### src/common/addr_dec_pkg.sv
// Purpose: constants and carriers for the framer register address decoder
// Assumes: 8-bit host data bus, 12-bit host address, one 40 MHz clock
// Notes:   global register offsets and reset values live here only
package addr_dec_pkg;
	// ****************************************************************
	// address layout
	// ****************************************************************
	localparam int         ADDR_W        = 12;        // host address width
	localparam int         DATA_W        = 8;         // host data width
	localparam int         LOCAL_W       = 9;         // per-framer window bits
	localparam int         SEL_W         = 3;         // framer select bits
	localparam int         SEL_LSB       = 9;         // select field lsb
	localparam int         QUAD_SEL_W    = 2;         // quad part uses a[10:9]
	localparam logic [8:0] OFS_DEVICE_ID = 9'h000;    // global id register
	localparam logic [8:0] OFS_FRM_CTRL  = 9'h080;    // framer control
	localparam logic [8:0] OFS_IRQ_REQ   = 9'h081;    // master irq request
	localparam logic [8:0] OFS_IRQ_EN    = 9'h082;    // master irq enable
	localparam logic [8:0] OFS_TEST_CFG  = 9'h083;    // test configuration
	localparam logic [8:0] OFS_PRIM_CTRL = 9'h001;    // per-framer primary control
	localparam logic [7:0] RST_GLOBAL    = 8'h00;     // global register defaults
	localparam logic [7:0] RST_PRIM_CTRL = 8'h00;     // primary control default
	localparam int         GLB_RESET_BIT = 0;         // global soft reset bit in framer control
	localparam int         FRESET_BIT    = 7;         // per-framer soft reset bit in primary control
	localparam logic [7:0] ZERO_BYTE     = 8'h00;     // idle data value

	// ****************************************************************
	// carriers
	// ****************************************************************
	// one host bus cycle as seen on the pins
	typedef struct packed {
		logic              group_a_select_n; // first group select, low active
		logic              group_b_select_n; // second group select, low active
		logic              rd;               // read strobe, high active
		logic              wr;               // write strobe, high active
		logic [ADDR_W-1:0] addr;             // host address
		logic [DATA_W-1:0] wdata;            // write data
	} host_req_t;

	// decoded target of a bus cycle
	typedef struct packed {
		logic               hit;        // some select is low
		logic               group_b;    // second group chosen
		logic               is_global;  // address hits global space
		logic [SEL_W-1:0]   framer;     // framer within the group
		logic [LOCAL_W-1:0] local_ofs;  // offset inside the window
	} decode_t;
endpackage : addr_dec_pkg

### src/rtl/framer_register_address_decoder.sv
// Purpose: host port address decode for a multi-framer device
// Assumes: host pins synchronous to ref_clk_i, one cycle per access
// Notes:   read data is registered; the bus is driven only on a selected read
`timescale 1ns/100ps
module framer_register_address_decoder #(
	parameter int         NUM_SEL = 3,                   // 3 full decode, 2 quad part
	parameter logic [7:0] DEV_ID  = 8'h5A                // arbitrary identification value
) (
	input  wire logic                      ref_clk_i,      // system clock
	input  wire logic                      rst_i,          // hardware reset pin
	input  wire addr_dec_pkg::host_req_t   host_i,         // host bus cycle
	input  wire logic [15:0]               frm_irq_i,      // per-framer irq requests
	output logic [addr_dec_pkg::DATA_W-1:0] rdata_o,       // read data
	output logic                           rdata_oe_o,     // data bus drive enable
	output logic [15:0]                    frm_wr_o,       // per-framer write strobe
	output logic [15:0]                    frm_rd_o,       // per-framer read strobe
	output logic [addr_dec_pkg::LOCAL_W-1:0] frm_ofs_o,    // offset to the framers
	output logic [addr_dec_pkg::DATA_W-1:0] frm_wdata_o,   // data to the framers
	output logic [15:0]                    frm_reset_o     // per-framer soft reset
);
	import addr_dec_pkg::*;

	// ****************************************************************
	// decode
	// ****************************************************************
	decode_t                dec;           // current cycle's target
	logic [7:0]             ctrl_a, ctrl_b; // framer control per group
	logic [7:0]             req_a, req_b;  // irq request per group
	logic [7:0]             en_a, en_b;    // irq enable per group
	logic [7:0]             tst_a, tst_b;  // test config per group
	logic [15:0]            prim_reg;      // per-framer reset bits seen
	logic [3:0]             idx;           // flat framer index, group then framer

	always_comb begin
		dec.hit       = !host_i.group_a_select_n || !host_i.group_b_select_n;
		// b chosen when only b low
		dec.group_b   = host_i.group_a_select_n;
		dec.local_ofs = host_i.addr[LOCAL_W-1:0];
		if (NUM_SEL == QUAD_SEL_W)
			dec.framer = {1'b0, host_i.addr[SEL_LSB +: QUAD_SEL_W]};
		else
			dec.framer = host_i.addr[SEL_LSB +: SEL_W];
		dec.is_global = dec.local_ofs == OFS_DEVICE_ID || dec.local_ofs == OFS_FRM_CTRL
			|| dec.local_ofs == OFS_IRQ_REQ || dec.local_ofs == OFS_IRQ_EN
			|| dec.local_ofs == OFS_TEST_CFG;
		idx = {dec.group_b, dec.framer[SEL_W-1:0]};
	end

	// ****************************************************************
	// global banks, one per group
	// ****************************************************************
	global_reg_bank #(.NUM_FRM(8)) bank_a (
		.ref_clk_i (ref_clk_i),
		.rst_i     (rst_i),
		.wr_i      (dec.hit && !dec.group_b && host_i.wr && dec.is_global),
		.ofs_i     (dec.local_ofs),
		.wdata_i   (host_i.wdata),
		.frm_irq_i (frm_irq_i[7:0]),
		.frm_ctrl_o(ctrl_a),
		.irq_req_o (req_a),
		.irq_en_o  (en_a),
		.test_o    (tst_a)
	);
	global_reg_bank #(.NUM_FRM(8)) bank_b (
		.ref_clk_i (ref_clk_i),
		.rst_i     (rst_i),
		.wr_i      (dec.hit && dec.group_b && host_i.wr && dec.is_global),
		.ofs_i     (dec.local_ofs),
		.wdata_i   (host_i.wdata),
		.frm_irq_i (frm_irq_i[15:8]),
		.frm_ctrl_o(ctrl_b),
		.irq_req_o (req_b),
		.irq_en_o  (en_b),
		.test_o    (tst_b)
	);

	// ****************************************************************
	// framer strobes
	// ****************************************************************
	// one framer per local cycle
	always_ff @(posedge ref_clk_i) begin
		if (rst_i) begin
			frm_wr_o    <= '0;
			frm_rd_o    <= '0;
			frm_ofs_o   <= '0;
			frm_wdata_o <= ZERO_BYTE;
		end else begin
			frm_wr_o    <= '0;
			frm_rd_o    <= '0;
			frm_ofs_o   <= dec.local_ofs;
			frm_wdata_o <= host_i.wdata;
			if (dec.hit && !dec.is_global) begin
				frm_wr_o[idx] <= host_i.wr;
				frm_rd_o[idx] <= host_i.rd;
			end
		end
	end

	// ****************************************************************
	// per-framer soft reset
	// ****************************************************************
	// hard, global and per-framer reset
	always_ff @(posedge ref_clk_i) begin
		if (rst_i) begin
			prim_reg <= '0;
		end else begin
			prim_reg <= '0;
			if (dec.hit && host_i.wr && dec.local_ofs == OFS_PRIM_CTRL)
				prim_reg[idx] <= host_i.wdata[FRESET_BIT];
		end
	end

	always_ff @(posedge ref_clk_i) begin
		if (rst_i)
			frm_reset_o <= '1;
		else
			frm_reset_o <= prim_reg | {{8{ctrl_b[GLB_RESET_BIT]}}, {8{ctrl_a[GLB_RESET_BIT]}}};
	end

	// ****************************************************************
	// read path
	// ****************************************************************
	// drive only on selected read
	always_ff @(posedge ref_clk_i) begin
		if (rst_i) begin
			rdata_o    <= ZERO_BYTE;
			rdata_oe_o <= 1'b0;
		end else begin
			rdata_oe_o <= dec.hit && host_i.rd;
			rdata_o    <= ZERO_BYTE;
			if (dec.hit && host_i.rd && dec.is_global) begin
				unique case (dec.local_ofs)
					OFS_FRM_CTRL: rdata_o <= dec.group_b ? ctrl_b : ctrl_a;
					OFS_IRQ_REQ:  rdata_o <= dec.group_b ? req_b : req_a;
					OFS_IRQ_EN:   rdata_o <= dec.group_b ? en_b : en_a;
					OFS_TEST_CFG: rdata_o <= dec.group_b ? tst_b : tst_a;
					default:      rdata_o <= DEV_ID;
				endcase
			end
		end
	end

	// ****************************************************************
	// checks
	// ****************************************************************
	property p_idle_undriven;
		@(posedge ref_clk_i) disable iff (rst_i)
		!dec.hit |=> !rdata_oe_o && frm_wr_o == '0 && frm_rd_o == '0;
	endproperty
	a_idle_undriven: assert property (p_idle_undriven) else $error("bus driven without select");

	property p_global_no_strobe;
		@(posedge ref_clk_i) disable iff (rst_i)
		dec.hit && dec.is_global |=> frm_wr_o == '0 && frm_rd_o == '0;
	endproperty
	a_global_no_strobe: assert property (p_global_no_strobe) else $error("global access leaked to framer");

	// a pending global soft reset in the same group wins over the write
	property p_group_a_write;
		@(posedge ref_clk_i) disable iff (rst_i)
		!host_i.group_a_select_n && host_i.wr && dec.local_ofs == OFS_IRQ_EN && !ctrl_a[GLB_RESET_BIT]
		|=> en_a == $past(host_i.wdata);
	endproperty
	a_group_a_write: assert property (p_group_a_write) else $error("group a enable not written");

	property p_group_b_write;
		@(posedge ref_clk_i) disable iff (rst_i)
		host_i.group_a_select_n && !host_i.group_b_select_n && host_i.wr
		&& dec.local_ofs == OFS_TEST_CFG && !ctrl_b[GLB_RESET_BIT] |=> tst_b == $past(host_i.wdata);
	endproperty
	a_group_b_write: assert property (p_group_b_write) else $error("group b test not written");

	property p_framer_strobe;
		@(posedge ref_clk_i) disable iff (rst_i)
		dec.hit && !dec.is_global && host_i.rd |=> frm_rd_o[$past(idx)];
	endproperty
	a_framer_strobe: assert property (p_framer_strobe) else $error("framer read strobe missing");

	property p_hard_reset;
		@(posedge ref_clk_i) rst_i |=> ctrl_a == RST_GLOBAL && en_b == RST_GLOBAL && frm_reset_o == '1;
	endproperty
	a_hard_reset: assert property (p_hard_reset) else $error("defaults not restored");

	// group pulse for one cycle, then only per-framer requests remain
	property p_glb_reset_clears;
		@(posedge ref_clk_i) disable iff (rst_i)
		ctrl_a[GLB_RESET_BIT] |=> en_a == RST_GLOBAL && frm_reset_o[7:0] == 8'hFF
		##1 frm_reset_o[7:0] == $past(prim_reg[7:0]);
	endproperty
	a_glb_reset_clears: assert property (p_glb_reset_clears) else $error("global reset did not clear");
endmodule : framer_register_address_decoder

### src/rtl/global_reg_bank.sv
// Purpose: one group's global registers (framer control, irq enable, test)
// Assumes: writes qualified by the decoder, synchronous reset
// Notes:   irq request is read-only and built from the framer requests
`timescale 1ns/100ps
module global_reg_bank #(
	parameter int NUM_FRM = 8                             // framers in the group
) (
	input  wire logic                             ref_clk_i,  // system clock
	input  wire logic                             rst_i,      // hard reset
	input  wire logic                             wr_i,       // write strobe
	input  wire logic [addr_dec_pkg::LOCAL_W-1:0] ofs_i,      // window offset
	input  wire logic [addr_dec_pkg::DATA_W-1:0]  wdata_i,    // write data
	input  wire logic [NUM_FRM-1:0]               frm_irq_i,  // per-framer requests
	output logic      [addr_dec_pkg::DATA_W-1:0]  frm_ctrl_o, // framer control
	output logic      [addr_dec_pkg::DATA_W-1:0]  irq_req_o,  // master irq request
	output logic      [addr_dec_pkg::DATA_W-1:0]  irq_en_o,   // master irq enable
	output logic      [addr_dec_pkg::DATA_W-1:0]  test_o      // test configuration
);
	import addr_dec_pkg::*;

	// ****************************************************************
	// writable globals
	// ****************************************************************
	// both reset sources, hard and global soft
	always_ff @(posedge ref_clk_i) begin
		if (rst_i || frm_ctrl_o[GLB_RESET_BIT]) begin
			frm_ctrl_o <= RST_GLOBAL;
			irq_en_o   <= RST_GLOBAL;
			test_o     <= RST_GLOBAL;
		end else if (wr_i) begin
			if (ofs_i == OFS_FRM_CTRL) frm_ctrl_o <= wdata_i;
			if (ofs_i == OFS_IRQ_EN)   irq_en_o   <= wdata_i;
			if (ofs_i == OFS_TEST_CFG) test_o     <= wdata_i;
		end
	end

	// ****************************************************************
	// read-only request register
	// ****************************************************************
	// masked framer requests
	always_ff @(posedge ref_clk_i) begin
		if (rst_i || frm_ctrl_o[GLB_RESET_BIT]) begin
			irq_req_o <= RST_GLOBAL;
		end else begin
			irq_req_o <= DATA_W'(frm_irq_i) & irq_en_o;
		end
	end
endmodule : global_reg_bank

### config.mk
export PLATFORM = sky130hd
export DESIGN_NAME = framer_register_address_decoder
export DESIGN_NICKNAME = d
export VERILOG_FILES = /design/src/common/addr_dec_pkg.sv /design/src/rtl/framer_register_address_decoder.sv /design/src/rtl/global_reg_bank.sv
export SDC_FILE = /design/constraint.sdc
export NUM_CORES = 1
export LEC_CHECK = 0
export BUFFER_PORTS_ARGS = -buffer_cell sky130_fd_sc_hd__buf_2
export CAP_MARGIN = 0
export CORE_MARGIN = 5
export CORE_UTILIZATION = 53
export CTS_BUF_LIST = sky130_fd_sc_hd__clkbuf_16
export CTS_CLUSTER_SIZE = 30
export DETAILED_ROUTE_END_ITERATION = 8
export PLACE_DENSITY_LB_ADDON = 0.25
export SYNTH_ARGS = -nofsm -noshare
export SYNTH_HDL_FRONTEND = slang
export SYNTH_SLANG_ARGS = --single-unit
### constraint.sdc
create_clock -name ref_clk_i -period 1.6 [get_ports ref_clk_i]
set_input_delay 0.08 -clock ref_clk_i [delete_from_list [all_inputs] [get_ports ref_clk_i]]
set_output_delay 0.08 -clock ref_clk_i [all_outputs]
set_load 0.02 [all_outputs]
# Yosys cells after proc, flatten, opt, wreduce, memory -nomap -nowiden
# Index checks and enable logic that the tools add are counted.
# word_totals
input_bits	42
wordCells	71
out_inout_bits	74
ff_bits	154
# classes
bitwise	9
n_eq_ne	5
mux	7
n_lt_le_gt_ge	2
reduce_logical	32
# op_table
op	n
AND 16 bit	3
equality test 9 x 8 -> 1 bit (second input constant)	4
2-to-1 mux 8 bit	4
one-hot mux 8 bit (4 select lines)	1
AND 8 bit	2
OR 16 bit	1
logical AND 1 bit	12
AND reduction 2 bit	6
equality test 9 x 1 -> 1 bit (second input constant)	1
logical NOT 9 bit	1
logical OR 1 bit	7
OR reduction 2 bit	3
less-than comparator 4 x 5 -> 1 bit (second input constant)	1
demux 1 bit (select 4 bit)	1
greater-or-equal comparator 4 x 1 -> 1 bit (second input constant)	1
logical NOT 1 bit	3
NOT 1 bit	3
2-to-1 mux 1 bit	1

# Depth between registers and ports, before layout
# logic_depth
word_depth	9
ltp_mapped	6
ltp_nobuf	4

# Cells and area by module
# From an unflattened synthesis, not the netlist that was laid out.
# unflattened
cells_unflattened	502
hier_area_um2	5362.6
# modules_own_cells
mod	instances	cells_each	seq_area_each_um2	area_each_um2
framer_register_address_decoder	1	288	1801.7	3062.9
global_reg_bank	2	107	640.6	1149.9

# Worst setup path after synthesis
# No wires, ideal clock.
# synth_timing
path_type	input-to-reg
start	input host_i[16] in the netlist's numbering
end	register bank_a.irq_en_o[4] in the netlist's numbering
setup_ns	0.128
setup_slack_ns	0.241
n_path_buf	0
t_arrival_ns	1.231
t_required_ns	1.472
path_stages	4
path_cell_list	nor4_4 -> nand4_2 -> mux2i_1 -> nor2_1
# synth_via
elab_chain_cells	7
elab_cells_between_ends	11
classes_between	eq/ne (4); reduce/logical (7)
# synth_lines
item	line_no	rtl
start: declaration	framer_register_address_decoder.sv:11	input wire addr_dec_pkg::host_req_t host_i,
equality test 9 x 8 -> 1 bit or logical NOT 9 bit (tied branches)	framer_register_address_decoder.sv:43	dec.is_global = dec.local_ofs == OFS_DEVICE_ID || dec.local_ofs == OFS_FRM_CTRL
logical OR 1 bit	framer_register_address_decoder.sv:43	
logical OR 1 bit (2 in a row)	framer_register_address_decoder.sv:44	|| dec.local_ofs == OFS_IRQ_REQ || dec.local_ofs == OFS_IRQ_EN
logical OR 1 bit	framer_register_address_decoder.sv:45	|| dec.local_ofs == OFS_TEST_CFG;
logical AND 1 bit	framer_register_address_decoder.sv:55	.wr_i (dec.hit && !dec.group_b && host_i.wr && dec.is_global),
AND reduction 2 bit (no line) *	n/a	
end signal: assignment	global_reg_bank.sv:32	if (ofs_i == OFS_IRQ_EN) irq_en_o <= wdata_i;
end: declaration	global_reg_bank.sv:16	output logic [addr_dec_pkg::DATA_W-1:0] irq_en_o,
# Every way passes the cells marked *; elsewhere a longest branch is shown, timed or not.
# A chain may end at the register's enable or synchronous reset.

# Worst setup path in the final report
# layout_timing
start	input host_i[15] in the netlist's numbering
end	register bank_b.test_o[7] in the netlist's numbering
# layout_via
elab_chain_cells	7
elab_cells_between_ends	11
classes_between	eq/ne (4); reduce/logical (7)
# layout_lines
item	line_no	rtl
equality test 9 x 8 -> 1 bit or logical NOT 9 bit (tied branches)	framer_register_address_decoder.sv:43	
logical OR 1 bit	framer_register_address_decoder.sv:43	
logical OR 1 bit (2 in a row)	framer_register_address_decoder.sv:44	
logical OR 1 bit	framer_register_address_decoder.sv:45	
logical AND 1 bit	framer_register_address_decoder.sv:67	.wr_i (dec.hit && dec.group_b && host_i.wr && dec.is_global),
AND reduction 2 bit (no line) *	n/a	
end signal: assignment	global_reg_bank.sv:33	if (ofs_i == OFS_TEST_CFG) test_o <= wdata_i;
end: declaration	global_reg_bank.sv:17	output logic [addr_dec_pkg::DATA_W-1:0] test_o
# Marks and branches as above.

==> key figures <==
Drt
  • Routed Wire Length: 12550 µm
  • Drt via density: 5.099
  • Drt first pass iters: 4
  • Post-DR wirelength/cell: 16.07 µm
  • Iteration-0 DRC Markers: 244
  • DRC violations left: 0
  • Vias: 3982
  • Antenna viol nets, final: 0

Pwr
  • Logic pwr share: 6.2%
  • VDD IR max: 0.6718 mV
  • Clock power frac: 46.7%
  • Switching power of the nets: 1.969 mW
  • Sw frac: 23.82%
  • Seq pwr share: 47.2%
  • PwrDens: 1191 mW/mm²
  • Leakage: 3.343 nW
  • Cell internal pwr: 6.300 mW

Final layout
  • Multi-input combinational cell area: 0.002014 mm²
  • Layout Utilization: 71.68%
  • Fraction of layout cells with a size suffix above 1: 31.17%
  • Most frequent cells in the layout: 154 x dfxtp_1, 115 x buf_2, 94 x nor2_1
  • Nets: 677
  • Area added between synthesis and finish: 33.49%
  • Fillcell total: 682
  • ANT cells: 0
  • Most common cell after layout, fill and taps aside: dfxtp_1
  • FF/Latch Area: 0.003083 mm²

Setup path
  • Maximum fanout along the worst path: 8
  • Setup Crit Path Kind: input pin to flip-flop
  • Crit. End Element: flip-flop
  • Setup crit start kind: input pin
  • Worst EP required: 1.89 ns
  • Critical path arrival: 1.80 ns
  • R2R depth: 2
  • Flop2flop setup slack: 0.30 ns

Yosys
  • Synth top area cells: dfxtp_1 59%, mux2i_1 8.3%, nor2_1 6.8%
  • Mean Syn Cell Area: 11.04 µm²
  • Yosys top cell by area: dfxtp_1
  • Syn_nets: 513
  • Share of Yosys cell area claimed by the top area cell type: 59.29%
  • Yosys Warn Count: 0
  • Synth Register Bits: 154
  • Synth cell types: 34
  • Register area share after synthesis: 59.29%
  • Synth Cell Area: 0.005200 mm²
  • Post-synthesis cell count: 471

Hold path
  • Worst hold path depth: 3
  • Hold Crit Class: input pin to flip-flop

Timing
  • Max transition margin: 66.36%
  • Highest clock rate: 662.1 MHz
  • Tmin final: 1.510 ns
  • Pins over their slew limit: 0
  • Final worst slack: 0.08966 ns
  • Hold_ws: 0.01480 ns
  • Final hold violations: 0
  • Worst Max-Slew Pin Slew: 0.5047 ns
  • Final setup fails: 0
  • RSZ-0062 raised after global routing: false
  • Clk_skew: 0.01237 ns
  • Final setup TNS: 0 ns
  • Period utilisation layout: 94.40%

Global routing
  • Number of global-route vias before repair: 4006
  • Initial antenna violation count: 0
  • Pin count of the biggest net entering global routing: 29
  • First-pass GRT wire length: 19980 µm
  • GRT overflow: 0
  • Overall routing resource usage: 22.24%

Floorplan
  • Core Area: 0.009684 mm²
  • IO Pins: 116
  • Chip height: 109.1 µm
  • Die Wd: 109.1 µm
  • Die Area: 0.01189 mm²
  • Row count: 36
  • Initial Util: 53.70%

Placed design
  • RePlAce Congestion: 0.8157
  • Worst Setup Slack post-DPL: 0.1874 ns
  • Post-DP HPWL: 8386 µm
  • PortBufs: 115

Clocking
  • Clk sinks: 154
  • Clk root buf: clkbuf_16
  • CTS tree: done
  • Worst-skew pair later-pin latency: 0.42 ns
  • Num CTS Buffers: 17
  • # H-tree levels: 4
  • Maximum buffer depth of the clock tree: 2
  • Worst-path clk slew: 0.06 ns

Run status
  • Status: completed

Run
  • Max-Cap Viols: 0
==> final timing paths <==
path                                startpoint                           endpoint
max reg2reg  bank_b.frm_ctrl_o[0]$_SDFFE_PP0P_  bank_b.frm_ctrl_o[3]$_SDFFE_PP0P_
max                                 host_i[15]      bank_b.test_o[7]$_SDFFE_PP0P_
min reg2reg            prim_reg[15]$_SDFF_PP0_         frm_reset_o[15]$_SDFF_PP1_
min                                 host_i[19]             prim_reg[7]$_SDFF_PP0_
==> worst max-delay path, stage by stage <==
cell and delay (ns):
dlygate4sd3_1 0.52, buf_2 0.15, nor3b_2 0.42, nand4_2 0.16, buf_4 0.23, mux2i_1 0.17
nor2_1 0.05
==> power by group through the flow <==
stage               Clock [mW]  Sequential [mW]  Combinational [mW]
floorplan                    0             4.05               0.166
global placement             0             3.98               0.439
detailed placement           0             3.99               0.443
CTS                       3.92             3.90               0.508
global route              4.11             3.90               0.553
finish                    3.86             3.90               0.512
==> final cells by class <==
| cell class | count | share of cell area, % |
|---|---|---|
| multi-input combinational | 293 | 29.02 |
| clock inverter | 15 | 2.307 |
| clock buffer | 17 | 6.128 |
| tap | 133 | 2.397 |
| timing repair buffer | 169 | 15.74 |
| sequential | 154 | 44.41 |
==> metrics by stage <==
step | total power, mW | instances | area [µm²]
final | 8.269 | 781 | 6942
after global routing | 8.564 | 781 | 6942
after CTS | 8.323 | 781 | 6929
after detailed placement | 4.428 | 716 | 6013
after global placement | 4.423 | 716 | 6013
after floorplan | 4.220 | 471 | 5200
==> synthesized netlist by cell type, drive strengths merged <==
cell and n:
nor2b 22, o21ai 7, and3b 2, mux2 8
nor4bb 3, nand4 7, nand4b 1, or3 16
a31oi 4, dfxtp 154, o211ai 2, nor4 1
nand3 14, or2 2, mux2i 43, and2 5
nor3b 1, nor2 97, a22oi 4, nand2 23
clkbuf 13, a21oi 1, buf 11, mux4 12
and3 18
==> kinds of logic after synthesis <==
family / count (synthesis) / share of synthesized area (%)
muxes: 63 / 15.21
AOI/OAI and AO/OA: 18 / 2.117
and+or+nand+nor: 212 / 21.25
DFF: 154 / 59.29
buffers and inverters: 24 / 2.141
==> routing by layer <==
layer	part of all wire [%]	wire length (µm)	global-route usage, %	up-vias
li1	-	-	-	1934
met1	42	5228	27.84	1881
met2	49	6191	36.93	150
met3	7.4	934	5.743	17
met4	1.6	198	8.386	0
met5	0	0	0	-
==> repair_timing <==
item,in CTS,in global routing
hold buffers,33,0
buffers inserted,0,0
endpoints found under the hold margin,52,0
setup endpoints to repair,0,6
resized for setup,0,2
(Power assumes the default switching activity.)
